===== config.mk =====
export PLATFORM = sky130hd
export DESIGN_NAME = dsr_router
export DESIGN_NICKNAME = d
export VERILOG_FILES = /design/src/core/dsr_sync.v /design/src/core/dsr_router.v
export VERILOG_INCLUDE_DIRS = /design/src /design/src/include
export SDC_FILE = /design/constraint.sdc
export NUM_CORES = 1
export LEC_CHECK = 0
export BUFFER_PORTS_ARGS = -buffer_cell sky130_fd_sc_hd__buf_4
export CAP_MARGIN = 20
export CORE_UTILIZATION = 52
export CTS_BUF_LIST = sky130_fd_sc_hd__clkbuf_16
export DETAILED_ROUTE_END_ITERATION = 8
export GPL_TIMING_DRIVEN = 0
export HOLD_SLACK_MARGIN = 0.05
export PLACE_DENSITY = 0.85
export SLEW_MARGIN = 0
export SYNTH_ARGS = -nofsm -noshare
export SYNTH_HDL_FRONTEND = slang
export SYNTH_SLANG_ARGS = --single-unit

===== constraint.sdc =====
create_clock -name hclk -period 2.65 [get_ports hclk]
set_input_delay 0.53 -clock hclk [delete_from_list [all_inputs] [get_ports hclk]]
set_output_delay 0.53 -clock hclk [all_outputs]
set_load 0.1 [all_outputs]

===== src/include/dsr_defs.vh =====
// Constants for the debug signal router: register map, command fields,
// group and pin codes, reset values and sizes.
// Assumes inclusion by the router module and the testbench top.
`ifndef DSR_DEFS_VH
`define DSR_DEFS_VH

// Register byte offsets on the AHB-Lite bus.
`define DSR_REG_ENABLE      8'h00
`define DSR_REG_DIG_CMD     8'h04
`define DSR_REG_ANA_CMD     8'h08
`define DSR_REG_STATUS      8'h0C
`define DSR_REG_PIN_CFG0    8'h10
`define DSR_REG_PIN_CFG1    8'h14
`define DSR_REG_PIN_CFG2    8'h18
`define DSR_REG_PIN_CFG3    8'h1C

// Nonvolatile byte address that holds the debug bus enable setting.
`define DSR_NV_ENABLE_ADDR  8'h17

// Command fields.
`define DSR_P1_LSB          0
`define DSR_P1_MSB          7
`define DSR_P2_LSB          8
`define DSR_P2_MSB          15
`define DSR_SIG_LSB         0
`define DSR_SIG_MSB         3
`define DSR_PIN_LSB         4
`define DSR_PIN_MSB         7

// Limits on simultaneous probes, and the probe input bus width.
`define DSR_NUM_DIG         4
`define DSR_NUM_ANA         2
`define DSR_PROBE_BITS      46

// Probe modes.
`define DSR_MODE_OFF        2'h0
`define DSR_MODE_ANALOG     2'h1
`define DSR_MODE_DIGITAL    2'h2

// Signal group codes.
`define DSR_GRP_CLOCK       8'h01
`define DSR_GRP_TX_ENC      8'h1B
`define DSR_GRP_TIMER       8'h1D
`define DSR_GRP_CARD        8'h30
`define DSR_GRP_TRX         8'h58
`define DSR_GRP_RX_DATA     8'h70
`define DSR_GRP_RX_ERR      8'h73

// Signal code that selects the 13.56 MHz carrier in each of the seven decoded groups.
`define DSR_SIG_CARRIER     4'h8

// Output pin codes.
`define DSR_PIN_IRQ         4'h0
`define DSR_PIN_GENERAL_OUTPUT_ONE        4'h1
`define DSR_PIN_SPARE_B     4'h2
`define DSR_PIN_SPARE_A     4'h3

// Analog source codes accepted by the converters.
`define DSR_ANA_SRC_MAX     8'h03

// Reset values.
`define DSR_RST_ENABLE      1'b0
`define DSR_RST_CFG         12'h000
`define DSR_RST_DAC         8'h00
`define DSR_RST_WORD        32'h00000000

`endif


===== src/core/dsr_sync.v =====
// Two-stage synchroniser for a vector of asynchronous probe inputs.
// Assumes the inputs come from other clock domains or from pins.
`timescale 1ns/1ps
`default_nettype none

module dsr_sync
#(
	parameter WIDTH = 8
)
(
	input  wire             hclk,
	input  wire             hresetn,
	input  wire [WIDTH-1:0] async_in,
	output wire [WIDTH-1:0] sync_out
);

	// ----------------------------------------------------------------
	// Per-bit flip-flop pair.
	// ----------------------------------------------------------------

	genvar i;
	generate
		for (i = 0; i < WIDTH; i = i + 1)
		begin : g_bit
			reg stage1;
			reg stage2;
			always @(posedge hclk or negedge hresetn)
			begin
				if (!hresetn)
				begin
					stage1 <= 1'b0;
					stage2 <= 1'b0;
				end
				else
				begin
					stage1 <= async_in[i];
					stage2 <= stage1;
				end
			end
			assign sync_out[i] = stage2;
		end
	endgenerate

endmodule

`default_nettype wire


===== src/core/dsr_router.v =====
// Debug signal router core with an AHB-Lite register slave.
// Assumes probe inputs arrive asynchronously and signal processor
// samples arrive on hclk.
//
// Functional notes
// [RULE_01] Two analog or four digital probes.
// [RULE_02] Routing works only with enable setting.
// [RULE_03] Separate digital and analog configuration commands.
// [RULE_04] First digital parameter byte is group.
// [RULE_05] Low nibble picks signal in group.
// [RULE_06] High nibble picks output pin.
// [RULE_07] Signal code 8 gives carrier clock.
// [RULE_08] Decode the seven group codes.
// [RULE_09] Clock group signal mapping.
// [RULE_10] Transmit encoder group signal mapping.
// [RULE_11] Timer group running and expiry flags.
// [RULE_12] Card-mode group signal mapping.
// [RULE_13] Transceive group signal mapping.
// [RULE_14] Receiver data group signal mapping.
// [RULE_15] Receiver error group signal mapping.
// [RULE_16] Two converters show processor data live.
// [RULE_17] Reserved selections leave pins normal.
`timescale 1ns/1ps
`default_nettype none
`include "dsr_defs.vh"

module dsr_router
(
	input  wire        hclk,
	input  wire        hresetn,
	input  wire        hsel,
	input  wire [31:0] haddr,
	input  wire [1:0]  htrans,
	input  wire        hwrite,
	input  wire [2:0]  hsize,
	input  wire [31:0] hwdata,
	input  wire        hready,
	output reg  [31:0] hrdata,
	output reg         hreadyout,
	output reg         hresp,
	input  wire        carrier_clk,
	input  wire [7:0]  clock_grp,
	input  wire [1:0]  tx_enc_grp,
	input  wire [5:0]  timer_grp,
	input  wire [7:0]  card_grp,
	input  wire [7:0]  trx_grp,
	input  wire [7:0]  rx_data_grp,
	input  wire [4:0]  rx_err_grp,
	input  wire [31:0] signal_processor_data,
	output reg  [3:0]  probe_active,
	output reg  [3:0]  probe_value,
	output reg  [7:0]  dac_one,
	output reg  [7:0]  dac_two
);

	// ----------------------------------------------------------------
	// Probe input synchronisation.
	// ----------------------------------------------------------------

	wire [`DSR_PROBE_BITS-1:0] raw_bus;
	wire [`DSR_PROBE_BITS-1:0] syn_bus;

	assign raw_bus = {carrier_clk, clock_grp, tx_enc_grp, timer_grp,
		card_grp, trx_grp, rx_data_grp, rx_err_grp};

	dsr_sync #(.WIDTH(`DSR_PROBE_BITS)) u_sync
	(
		.hclk     (hclk),
		.hresetn  (hresetn),
		.async_in (raw_bus),
		.sync_out (syn_bus)
	);

	wire       s_carrier;
	wire [7:0] s_clock;
	wire [1:0] s_tx;
	wire [5:0] s_timer;
	wire [7:0] s_card;
	wire [7:0] s_trx;
	wire [7:0] s_rxd;
	wire [4:0] s_rxe;

	assign s_carrier = syn_bus[45];
	assign s_clock   = syn_bus[44:37];
	assign s_tx      = syn_bus[36:35];
	assign s_timer   = syn_bus[34:29];
	assign s_card    = syn_bus[28:21];
	assign s_trx     = syn_bus[20:13];
	assign s_rxd     = syn_bus[12:5];
	assign s_rxe     = syn_bus[4:0];

	// ----------------------------------------------------------------
	// Register state.
	// ----------------------------------------------------------------

	reg        nv_enable;
	reg [1:0]  mode;
	reg [11:0] pin_cfg [0:`DSR_NUM_DIG-1];
	reg [3:0]  pin_valid;
	reg [7:0]  ana_src_one;
	reg [7:0]  ana_src_two;
	reg [7:0]  addr_q;
	reg        wr_q;
	reg        rd_stage;

	wire addr_take;
	assign addr_take = hsel & htrans[1] & hready;

	wire [7:0] p1;
	wire [7:0] p2;
	wire [3:0] cmd_pin;
	wire [3:0] cmd_sig;

	assign p1      = hwdata[`DSR_P1_MSB:`DSR_P1_LSB];
	assign p2      = hwdata[`DSR_P2_MSB:`DSR_P2_LSB];
	assign cmd_pin = p2[`DSR_PIN_MSB:`DSR_PIN_LSB];
	assign cmd_sig = p2[`DSR_SIG_MSB:`DSR_SIG_LSB];

	wire dig_write;
	wire ana_write;
	wire en_write;

	assign en_write  = wr_q & (addr_q == `DSR_REG_ENABLE);
	assign dig_write = wr_q & (addr_q == `DSR_REG_DIG_CMD) & nv_enable; // see [RULE_02]
	assign ana_write = wr_q & (addr_q == `DSR_REG_ANA_CMD) & nv_enable; // see [RULE_02]

	wire pin_legal;
	assign pin_legal = (cmd_pin <= `DSR_PIN_SPARE_A); // see [RULE_06]

	// ----------------------------------------------------------------
	// AHB-Lite slave: address capture, writes and read wait state.
	// ----------------------------------------------------------------

	integer k;

	always @(posedge hclk or negedge hresetn)
	begin
		if (!hresetn)
		begin
			addr_q    <= 8'h00;
			wr_q      <= 1'b0;
			rd_stage  <= 1'b0;
			hreadyout <= 1'b1;
			hresp     <= 1'b0;
		end
		else
		begin
			hresp <= 1'b0;
			wr_q  <= addr_take & hwrite;
			if (addr_take)
			begin
				addr_q <= haddr[7:0];
			end
			if (addr_take & ~hwrite)
			begin
				rd_stage  <= 1'b1;
				hreadyout <= 1'b0;
			end
			else if (rd_stage)
			begin
				rd_stage  <= 1'b0;
				hreadyout <= 1'b1;
			end
		end
	end

	always @(posedge hclk or negedge hresetn)
	begin
		if (!hresetn)
		begin
			nv_enable   <= `DSR_RST_ENABLE;
			mode        <= `DSR_MODE_OFF;
			pin_valid   <= 4'h0;
			ana_src_one <= `DSR_RST_DAC;
			ana_src_two <= `DSR_RST_DAC;
			for (k = 0; k < `DSR_NUM_DIG; k = k + 1)
			begin
				pin_cfg[k] <= `DSR_RST_CFG;
			end
		end
		else
		begin
			if (en_write)
			begin
				nv_enable <= hwdata[0];
			end
			if (dig_write)
			begin
				mode <= `DSR_MODE_DIGITAL; // see [RULE_01] [RULE_03]
				if (mode != `DSR_MODE_DIGITAL)
				begin
					pin_valid <= 4'h0;
				end
				if (pin_legal)
				begin
					pin_cfg[cmd_pin[1:0]]   <= {p1, cmd_sig}; // see [RULE_04] [RULE_05]
					pin_valid[cmd_pin[1:0]] <= 1'b1; // see [RULE_06]
				end
			end
			else if (ana_write)
			begin
				mode        <= `DSR_MODE_ANALOG; // see [RULE_01] [RULE_03]
				pin_valid   <= 4'h0;
				ana_src_one <= p1;
				ana_src_two <= p2;
			end
		end
	end

	// ----------------------------------------------------------------
	// Read multiplexer, loaded during the read wait state.
	// ----------------------------------------------------------------

	reg [31:0] rd_mux;

	always @*
	begin
		rd_mux = `DSR_RST_WORD;
		case (addr_q)
			`DSR_REG_ENABLE:   rd_mux = {31'h00000000, nv_enable};
			`DSR_REG_ANA_CMD:  rd_mux = {16'h0000, ana_src_two, ana_src_one};
			`DSR_REG_STATUS:   rd_mux = {16'h0000, probe_active,
				pin_valid, 5'h00, nv_enable, mode};
			`DSR_REG_PIN_CFG0: rd_mux = {19'h00000, pin_valid[0], pin_cfg[0]};
			`DSR_REG_PIN_CFG1: rd_mux = {19'h00000, pin_valid[1], pin_cfg[1]};
			`DSR_REG_PIN_CFG2: rd_mux = {19'h00000, pin_valid[2], pin_cfg[2]};
			`DSR_REG_PIN_CFG3: rd_mux = {19'h00000, pin_valid[3], pin_cfg[3]};
			default:           rd_mux = `DSR_RST_WORD;
		endcase
	end

	always @(posedge hclk or negedge hresetn)
	begin
		if (!hresetn)
		begin
			hrdata <= `DSR_RST_WORD;
		end
		else if (rd_stage)
		begin
			hrdata <= rd_mux;
		end
	end

	// ----------------------------------------------------------------
	// Signal selection per output pin.
	// ----------------------------------------------------------------

	function [1:0] pick;
		input [7:0] grp;
		input [3:0] sig;
		input       car;
		input [7:0] clk_v;
		input [1:0] tx_v;
		input [5:0] tim_v;
		input [7:0] card_v;
		input [7:0] trx_v;
		input [7:0] rxd_v;
		input [4:0] rxe_v;
		reg         legal_grp;
		begin
			legal_grp = 1'b1;
			pick = 2'b00;
			case (grp) // see [RULE_08]
				`DSR_GRP_CLOCK:   pick = {1'b1, clk_v[sig[2:0]]}; // see [RULE_09]
				`DSR_GRP_TX_ENC:
				begin
					if (sig < 4'h2)
						pick = {1'b1, tx_v[sig[0]]}; // see [RULE_10]
				end
				`DSR_GRP_TIMER:
				begin
					if (sig >= 4'h2 && sig <= 4'h7)
						pick = {1'b1, tim_v[sig[2:0] - 3'h2]}; // see [RULE_11]
				end
				`DSR_GRP_CARD:    pick = {1'b1, card_v[sig[2:0]]}; // see [RULE_12]
				`DSR_GRP_TRX:     pick = {1'b1, trx_v[sig[2:0]]}; // see [RULE_13]
				`DSR_GRP_RX_DATA: pick = {1'b1, rxd_v[sig[2:0]]}; // see [RULE_14]
				`DSR_GRP_RX_ERR:
				begin
					if (sig <= 4'h2)
						pick = {1'b1, rxe_v[sig[1:0]]}; // see [RULE_15]
					else if (sig >= 4'h6 && sig <= 4'h7)
						pick = {1'b1, rxe_v[sig[2:0] - 3'h3]}; // see [RULE_15]
				end
				default:          legal_grp = 1'b0;
			endcase
			if (sig > `DSR_SIG_CARRIER)
				pick = 2'b00; // see [RULE_17]
			else if (sig == `DSR_SIG_CARRIER && legal_grp)
				pick = {1'b1, car}; // see [RULE_07]
		end
	endfunction

	genvar g;
	generate
		for (g = 0; g < `DSR_NUM_DIG; g = g + 1)
		begin : g_pin
			wire [1:0] sel;
			wire       drive_on;
			assign sel = pick(pin_cfg[g][11:4], pin_cfg[g][3:0], s_carrier,
				s_clock, s_tx, s_timer, s_card, s_trx, s_rxd, s_rxe);
			assign drive_on = nv_enable & pin_valid[g] & sel[1] &
				(mode == `DSR_MODE_DIGITAL); // see [RULE_02] [RULE_17]
			always @(posedge hclk or negedge hresetn)
			begin
				if (!hresetn)
				begin
					probe_active[g] <= 1'b0;
					probe_value[g]  <= 1'b0;
				end
				else
				begin
					probe_active[g] <= drive_on;
					probe_value[g]  <= drive_on & sel[0];
				end
			end
		end
	endgenerate

	// ----------------------------------------------------------------
	// Analog probe converters fed from the signal processor.
	// ----------------------------------------------------------------

	function [7:0] ana_pick;
		input [7:0]  src;
		input [31:0] data;
		begin
			ana_pick = `DSR_RST_DAC;
			case (src)
				8'h00:   ana_pick = data[7:0];
				8'h01:   ana_pick = data[15:8];
				8'h02:   ana_pick = data[23:16];
				8'h03:   ana_pick = data[31:24];
				default: ana_pick = `DSR_RST_DAC;
			endcase
		end
	endfunction

	wire ana_on;
	assign ana_on = nv_enable & (mode == `DSR_MODE_ANALOG);

	always @(posedge hclk or negedge hresetn)
	begin
		if (!hresetn)
		begin
			dac_one <= `DSR_RST_DAC;
			dac_two <= `DSR_RST_DAC;
		end
		else if (ana_on)
		begin
			dac_one <= ana_pick(ana_src_one, signal_processor_data); // see [RULE_16]
			dac_two <= ana_pick(ana_src_two, signal_processor_data); // see [RULE_16]
		end
		else
		begin
			dac_one <= `DSR_RST_DAC;
			dac_two <= `DSR_RST_DAC;
		end
	end

endmodule

`default_nettype wire


Word-level counts from Yosys, hierarchy flattened
Index checks and enable logic that the tools add are counted.
{"block": "word_totals", "ff_bits": 230, "out_inout_bits": 58, "word_cells": 392, "in_bits": 152}
{"block": "classes", "eq_ne": 48, "muxes": 116, "bitwise_logic": 30, "n_lt_le_gt_ge": 49, "reduce_logical": 25, "add_sub_neg": 8}
{"operator": "$pmux 16 s7", "n": 1}
{"operator": "$eq 8x5->1 const B", "n": 12}
{"operator": "$eq 8x7->1 const B", "n": 12}
{"operator": "$bmux 1 s3", "n": 24}
{"operator": "$pmux 8 s4", "n": 2}
{"operator": "$pmux 2 s7", "n": 4}
{"operator": "$mux 2", "n": 26}
{"operator": "$bwmux 48", "n": 1}
{"operator": "$eq 8x1->1 const B", "n": 6}
{"operator": "$lt 3x4->1 const B", "n": 12}
{"operator": "$mux 1", "n": 44}
{"operator": "$eq 8x2->1 const B", "n": 4}
{"operator": "$eq 8x6->1 const B", "n": 4}
{"operator": "$reduce_or 7->1", "n": 4}
{"operator": "$and 1x1->1", "n": 26}
{"operator": "$demux 12 s2", "n": 1}
{"operator": "$logic_not 8->1", "n": 3}
{"operator": "$sub 3x2->3 const B", "n": 8}
{"operator": "$le 4x2->1 const B", "n": 5}
{"operator": "$mux 4", "n": 5}
{"operator": "$eq 4x4->1 const B", "n": 4}
{"operator": "$eq 8x4->1 const B", "n": 2}
{"operator": "$ge 4x2->1 const B", "n": 4}
{"operator": "$ge 4x3->1 const B", "n": 4}
{"operator": "other kinds (23)", "n": 58}

Longest topological paths before layout
Gate-level depths: netlist of the first run.
{"block": "logic_depth", "depth_word": 11, "ltp_mapped": 9, "depth_no_buf": 8}

Hierarchy
From an unflattened synthesis of the first run, not the netlist that was laid out.
{"block": "hier_totals", "cells_unflattened": 944, "area_unflattened_um2": 11004.3}
{"mod": "dsr_router", "seq_area_each_um2": 3054.2, "cells_per_inst": 806, "n_inst": 1, "area_each_um2": 8356.8}
{"mod": "dsr_sync", "seq_area_each_um2": 2302.2, "cells_per_inst": 138, "n_inst": 1, "area_each_um2": 2647.5}

Worst setup path before layout of the first run
OpenSTA, ideal clock, no wires.
{"block": "synth_path", "kind": "register to register", "from": "reg pin_cfg[13] (netlist bit)", "to": "reg probe_value[2]", "path_slack_ns": 0.348, "period_less_slack_ns": 2.302, "path_stages_with_launch": 7, "t_required_ns": 2.524, "setup_ns": 0.126, "arrival_time_ns": 2.176, "n_path_buf": 2, "path_cell_list": "dfrtp_1 -> clkbuf_1 -> clkbuf_1 -> mux4_2 -> mux4_2 -> and3_1 -> o311a_1"}
{"block": "synth_between", "elab_chain_cells": 10, "elab_cells_between_ends": 36, "classes_between": "add/sub: 2; order compare: 6; eq/ne: 1; mux: 21; bitwise: 3; reduce/logical: 3"}
{"element": "start, declared", "line": "dsr_router.v:98", "source": "reg [11:0] pin_cfg [0:`DSR_NUM_DIG-1];"}
{"element": "start signal, assigned by index", "line": "dsr_router.v:178", "source": "pin_cfg[k] <= `DSR_RST_CFG;"}
{"element": "start signal, assigned by index", "line": "dsr_router.v:196", "source": "pin_cfg[cmd_pin[1:0]] <= {p1, cmd_sig};"}
{"element": "branches (longest 6 deep; another with $sub 3x2->3)"}
{"element": "$mux 2 *", "line": "dsr_router.v:287", "source": "if (sig > `DSR_SIG_CARRIER)"}
{"element": "$and 1x1->1 (2 in a row)", "line": "dsr_router.v:302", "source": "assign drive_on = nv_enable & pin_valid[g] & sel[1] &"}
{"element": "$and 1x1->1 *", "line": "dsr_router.v:314", "source": "probe_value[g] <= drive_on & sel[0];"}
{"element": "end signal, assigned by index", "line": "dsr_router.v:314"}
{"element": "end, declared", "line": "dsr_router.v:51", "source": "output reg [3:0] probe_value,"}
Every way passes the cells marked *. The select of a mux whose other input is x is not followed.
A chain may end at the register's enable or synchronous reset.

Worst setup path in the final report of the first run
{"block": "layout_path", "from": "reg pin_cfg[37] (netlist bit)", "to": "reg probe_value[0]"}
Same word-level chain as after synthesis.

==> results.ini, run 1 <==
[timing]
post-route-period-util_pct = 97.8
finClkSkew_ns = 0.00829
tightest_slew_ns = 0.883
hold_violations = 0
setup-violations-final = 0
slew-limit-headroom_pct = 40.3
rsz0062_at_grt = yes
fin_crit_ns = 2.59
drv_slew = 0
max_freq_ghz = 0.386
fin_hold_ws_ns = 0.122
fin_ws_ns = 0.0588

[synth]
ys.warnings.count = 0
synth_seq_cells = 214
async_flop_share_pct = 100
synth_cells = 891
synthTopCellsByArea = dfrtp_1, mux2_2, mux4_2
yosysMostFrequentCell = dfrtp_1
synth_top_area_cell = dfrtp_1
netlist.area_leader.share_pct = 50.3
ys_seq_area_share_pct = 50.5
synthFlopType = dfrtp_1
syn_area_per_cell_sq_um = 11.9
synth_edf_count = 0
netlist_area_sq_um = 10600
ys_types = 68
synth_common_cells = dfrtp_1, mux2_2, a22oi_1, nand2_1, nor2_1

[setup_path]
cp-start-kind = flip-flop
worstSetupPathType = flip-flop to flip-flop
critPathArrivalTime_ns = 2.97
cp_max_fo = 10
rrSetupSlack_ns = 0.06
critPathRequiredTime_ns = 3.03
endpoint_kind = flip-flop

[final_layout]
design_area_sq_um = 13000
fin_nets = 1249
register_area_sq_um = 5360
fill_cells = 1455
post-route-util_pct = 65.9
diodes = 0
drive_above_1_share_pct = 33.1
area_delta_synth_final_pct = 22.7
multi_input_area_sq_um = 4910

[die]
die_area_sq_um = 21000
die_y_um = 145
die_w_um = 145
coreArea_sq_um = 19700
io-pin-count = 210
rows = 51
start_util_pct = 53.8

[clock_tree]
cts-buffers-inserted = 22
clock-sinks = 214
path_clk_slew_ns = 0.07
cts_max_path_buffers = 3
cts_tree = done
worst_skew_pair.late_latency_ns = 0.51
cts_root_buf = clkbuf_16
h-tree-depth = 1

[global_routing]
grt_pass1_wl_um = 44800
antenna_found_initial = 0
track_usage_pct = 28.3
grt_pass1_vias = 8296
grt_max_degree = 82
grt-ovfl-total = 0

[detailed_routing]
drt_iter0_markers = 929
viasPerCell = 6.33
ant_nets = 0
firstDrtPassIters = 7
highest_layer = met4
wl_met3_um = 2990
vias = 8652
met2_length_um = 13700
wl_met1_um = 11100
drc = 0
drt-total-wl_um = 29300
post_drt_wl_per_cell_um = 21.4

[power_and_ir_drop]
seq_power_share_pct = 47.8
net-switching-power_uw = 1840
p_clk_share_pct = 42.7
switching_share_pct = 24.9
p_comb_share_pct = 9.5
p_leak_uw = 0.00570
intPower_uw = 5570
p_per_area_nw_per_um2 = 571
ir_drop_mv = 0.496
p_total_uw = 7420

[placement]
post-place-ws_ns = -0.367
numPortBuffers = 148
dpl_cell_area_sq_um = 12200
dp_hpwl_um = 21500
globalplace.congestion = 0.979

[outcome]
status = complete, no violations

[run]
max-cap-violations = 0

[hold_path]
hp-class = input pin to flip-flop

kinds of logic after synthesis:
family,count (synthesis),synth area share (%)
other,1,0.0354
adder cells (fa/ha/maj),13,1.51
buffers and inverters,94,4.16
flip-flops,214,50.5
multiplexers,138,18.4
AND/OR/NAND/NOR,228,11.9
XOR/XNOR,8,0.661
AO/OA/AOI/OAI,195,12.8
placed cells by master, fill, tap and decap left out, types with 5 or more instances in the layout:
master / Yosys / routed
a21o_1: 10 / 10
a21oi_1: 32 / 32
a222oi_1: 5 / 5
a22oi_1: 66 / 65
a31oi_1: 5 / 5
and3_1: 17 / 17
buf_2: 13 / 13
buf_4: 17 / 167
clkbuf_1: 32 / 23
clkbuf_16: 0 / 23
clkbuf_2: 0 / 7
clkinv_2: 0 / 8
conb_1: 1 / 17
dfrtp_1: 213 / 212
ha_1: 12 / 12
inv_1: 29 / 29
mux2_1: 9 / 9
mux2_2: 76 / 76
mux2i_1: 16 / 15
mux4_2: 37 / 37
nand2_1: 48 / 48
nand2b_1: 11 / 11
nand3_1: 21 / 21
nand3b_1: 11 / 11
nand4b_1: 5 / 5
nor2_1: 39 / 39
nor2b_1: 10 / 10
nor3_1: 22 / 20
nor3b_1: 5 / 5
o21ai_0: 19 / 19
o22ai_1: 21 / 21
xor2_1: 7 / 7
path summary, 6_finish.rpt:
kind | from | endpoint | depth (start not counted)
max reg2reg | pin_cfg[37] | probe_value[0] | 6
min | clock_grp[7] | u_sync.g_bit[44].stage1 | 1
max in group asynchronous | hresetn | pin_cfg[38] | 4
min reg2reg | u_sync.g_bit[34].stage1 | u_sync.g_bit[34].stage2 | 0
min in group asynchronous | hresetn | hrdata[14] | 2
max | pin_cfg[37] | probe_value[0] | 6
power groups by stage:
stage                     registers, uW  clock network, uW  logic, uW
final                              3550               3170        703
after CTS                          3530               3200        694
after floorplan                    3570                  0        374
after global routing               3560               3320        752
after detailed placement           3590                  0        687
after global placement             3580                  0        667
critical path, stage by stage, from the launching register on:
cell,delay (ns)
dfrtp_1,0.43
clkbuf_1,0.55
clkbuf_2,0.41
mux4_2,0.39
a2bb2oi_1,0.19
nand3_1,0.11
o311a_1,0.38
stage by stage:
step	setup TNS, ns	cells
2_1_floorplan	0	907
3_3_place_gp	-70.77	1320
3_5_place_dp	-1.33	1322
4_1_cts	0	1363
5_1_grt	-0.0134	1366
6_report	0	1366
state kept, by name, summed over array words and instances (netlist names):
| name | cells |
|---|---|
| u_sync.g_bit.stage2 | 46 |
| ana_src_two | 8 |
| hrdata | 16 |
| ana_src_one | 8 |
| pin_valid | 4 |
| probe_active | 4 |
| rd_stage | 1 |
| hreadyout | 1 |
| pin_cfg | 48 |
| u_sync.g_bit.stage1 | 46 |
| wr_q | 1 |
| mode | 2 |
| addr_q | 8 |
| dac_two | 8 |
| probe_value | 4 |
| dac_one | 8 |
| nv_enable | 1 |
metal layers:
layer  vias to the layer above  track usage, %
met2                       586            45.5
met3                       115            5.63
met1                      4231            36.9
li1                       3720               -
met4                         0            13.4
met5                         -               0
layout make-up:
class | count | area share (%)
sequential | 214 | 41.2
multi-input combinational | 599 | 37.7
timing repair buffer | 154 | 9.28
clock buffer | 23 | 4.43
buffer | 65 | 2.70
tap | 265 | 2.55
clock inverter | 17 | 1.27
inverter | 29 | 0.837
repair_timing:
| action | in CTS | in global routing |
|---|---|---|
| resized for setup | 8 | 20 |
| buffers inserted | 0 | 3 |
| hold endpoints to repair | 54 | 0 |
| pin swaps | 0 | 2 |
| hold buffers | 1 | 0 |
| cloned | 0 | 0 |
| setup endpoints to repair | 11 | 54 |
No activity file was read; power rests on OpenSTA's default activity.
==> run 2, diff against run 1 <==
--- a/config.mk
+++ b/config.mk
@@ -17,4 +17,5 @@
 export SLEW_MARGIN = 0
 export SYNTH_ARGS = -nofsm -noshare
 export SYNTH_HDL_FRONTEND = slang
+export SYNTH_HIERARCHICAL = 1
 export SYNTH_SLANG_ARGS = --single-unit
==> run 2 against run 1 <==
  * The run now ends with setup timing left
  * Global-route usage is 0.32 points lower
  * Die area grew 3.8%
  * Largest cell class unchanged
  * Routed wire length increased by 3.6%
  * Register-to-register slack worse by 0.14 ns
  * Sequential power is 3% lower
==> results.ini, run 2 <==
[final_layout]
final_common_cell = dfrtp_1
largest_register_ffs = 48
reg_top3 = pin_cfg: 48 flops, u_sync/g_bit.stage1: 46 flops, u_sync/g_bit.stage2: 46 flops
mostFrequentLayoutCells = dfrtp_1, buf_4, mux2_2
finalNonFillerCells = 1420
drive_above_1_share_pct = 36.3
area_delta_synth_final_pct = 21.6
top_register = pin_cfg
fin_nets = 1297

[die]
io-pin-count = 210
rows = 52
die_w_um = 147
coreArea_sq_um = 20500
die_area_sq_um = 21700
start_util_pct = 53.7
die_y_um = 147

[timing]
fin_ws_ns = -0.0857
post-route-period-util_pct = 103
setup-violations-final = 1
hold_violations = 0
rsz0062_at_grt = yes
tightest_slew_ns = 1.11
max_freq_ghz = 0.366
tns_ns = -0.0857
finClkSkew_ns = 0.0109
fin_crit_ns = 2.74
slew-limit-headroom_pct = 25.8
drv_slew = 0

[clock_tree]
path_clk_slew_ns = 0.06
cts-buffers-inserted = 23
cts_root_buf = clkbuf_16
postCtsSetupBuffers = 0
cts_max_path_buffers = 3
cts_tree = done
worst_skew_pair.late_latency_ns = 0.51
h-tree-depth = 1
clock-sinks = 214

[global_routing]
antenna_found_initial = 1
top_usage_layer = met2
use_met3_pct = 5.59
track_usage_pct = 28.0
grt_pass1_vias = 8641
grt_max_degree = 120
grt_pass1_wl_um = 47000
use_met2_pct = 44.1
grt-ovfl-total = 0
grtUsageMet1_pct = 36.6

[detailed_routing]
ant_nets = 0
firstDrtPassIters = 6
viasPerCell = 6.28
drt_iter0_markers = 963
drc = 0
vias = 8922
drt-total-wl_um = 30400
post_drt_wl_per_cell_um = 21.4

[outcome]
status = finished with violations
violations = setup timing

[placement]
globalplace.congestion = 1.05
placedCellCount = 1379
dp_hpwl_um = 21500
numPortBuffers = 148
post-place-ws_ns = -0.163

[setup_path]
cp-start-kind = flip-flop
critPathRequiredTime_ns = 3.02
endpoint_kind = flip-flop
critPathArrivalTime_ns = 3.10
worstSetupPathType = flip-flop to flip-flop
cp_max_fo = 10

[power_and_ir_drop]
p_leak_uw = 0.00601
p_per_area_nw_per_um2 = 569
ir_drop_mv = 0.546

[synth]
synth_top_area_cell = dfrtp_1
synth_cells = 944
synthFlopType = dfrtp_1
synth_edf_count = 0
ys_types = 73
synth_seq_cells = 214
syn_area_per_cell_sq_um = 11.7
async_flop_share_pct = 100
ys_seq_area_share_pct = 48.7
netlist.area_leader.share_pct = 48.4
synth_common_cells = dfrtp_1, mux2_2, buf_4, nor2_1, a22oi_1
yosysMostFrequentCell = dfrtp_1
synthTopCellsByArea = dfrtp_1, mux2_2, mux4_2
netlist_area_sq_um = 11000
ys.warnings.count = 6

[hold_path]
hp-class = input pin to flip-flop

[run]
max-cap-violations = 0

## run 2: cell count changes after synthesis, moves of 8 or more
| cell | before | now |
|---|---|---|
| buf_4 | 17 | 64 |
| a22oi_1 | 66 | 48 |
| nor2_1 | 39 | 51 |
| o21ai_0 | 19 | 31 |
| nand2_1 | 48 | 38 |
| mux2_1 | 9 | 0 |
| mux2_2 | 76 | 84 |
## run 2: logic make-up after synthesis
kind of cell	count (synthesis)	share of synthesized area, %
other cells	1	0.0341
compound gates	196	12.2
xor+xnor	6	0.478
mux	135	18.0
flops	214	48.7
fa+ha+maj	13	1.46
buf+inv	145	7.37
simple gates	234	11.7
## run 2: critical path, cell delays in order (launching register included)
cell       delay (ns)
dfrtp_1          0.41
clkbuf_2         0.36
clkbuf_1         0.52
nor2b_1          0.12
a2111oi_1        0.72
nor3_1           0.12
a31oi_1          0.19
a31oi_1          0.15
## run 2: worst paths after layout
check                           cells past startpoint                       to                   start  slack (ns)
worst max-delay path                                7           probe_value[3]              pin_cfg[1]       -0.09
worst min-delay path                                1  u_sync/g_bit[28].stage1             card_grp[7]        0.12
worst max register to register                      7           probe_value[3]              pin_cfg[1]       -0.09
worst min register to register                      0   u_sync/g_bit[3].stage2  u_sync/g_bit[3].stage1        0.35
max in group asynchronous                           3              pin_cfg[26]                 hresetn        0.97
min in group asynchronous                           2  u_sync/g_bit[21].stage1                 hresetn        0.61
## run 2: layout make-up
class,count,area (sq um)
inverters,32,120
clock inverters,18,209
plain buffers,111,698
repair buffers,150,1160
well taps,270,338
multi-input cells,601,4920
diodes,1,2.50
fillers,1515,7120
flip-flops and latches,214,5360
clock buffers,23,576
## run 2: what timing repair did
| action | CTS | global route |
|---|---|---|
| hold buffers | 1 | 0 |
| setup endpoints to repair | 18 | 14 |
| hold endpoints to repair | 15 | 0 |
| gates resized for setup | 10 | 11 |
## run 2: stage by stage
stage | util, % | area (sq um) | power (uW) | hold WS (ns)
global placement | 61.1 | 12500 | 4270 | 0.333
CTS | 65.2 | 13400 | 7640 | 0.104
global route | 65.3 | 13400 | 7830 | 0.110
floorplan | - | 11100 | 3970 | 0.234
finish | 65.3 | 13400 | 7610 | 0.122
detailed placement | 61.2 | 12500 | 4310 | 0.335
## run 2: report_power, final
| part | internal, uW | leakage, uW | switching [uW] |
|---|---|---|---|
| Clock | 1990 | 0.000388 | 1340 |
| Sequential | 3380 | 0.00275 | 78.7 |
| Combinational | 340 | 0.00287 | 472 |
| Total | 5720 | 0.00601 | 1890 |
## run 2: metal layers
metal  vias to the layer above  wire, um
met5                         -         9
met4                         2      1830
met3                       166      3240
met2                       696     14000
met1                      4237     11300
li1                       3821         -
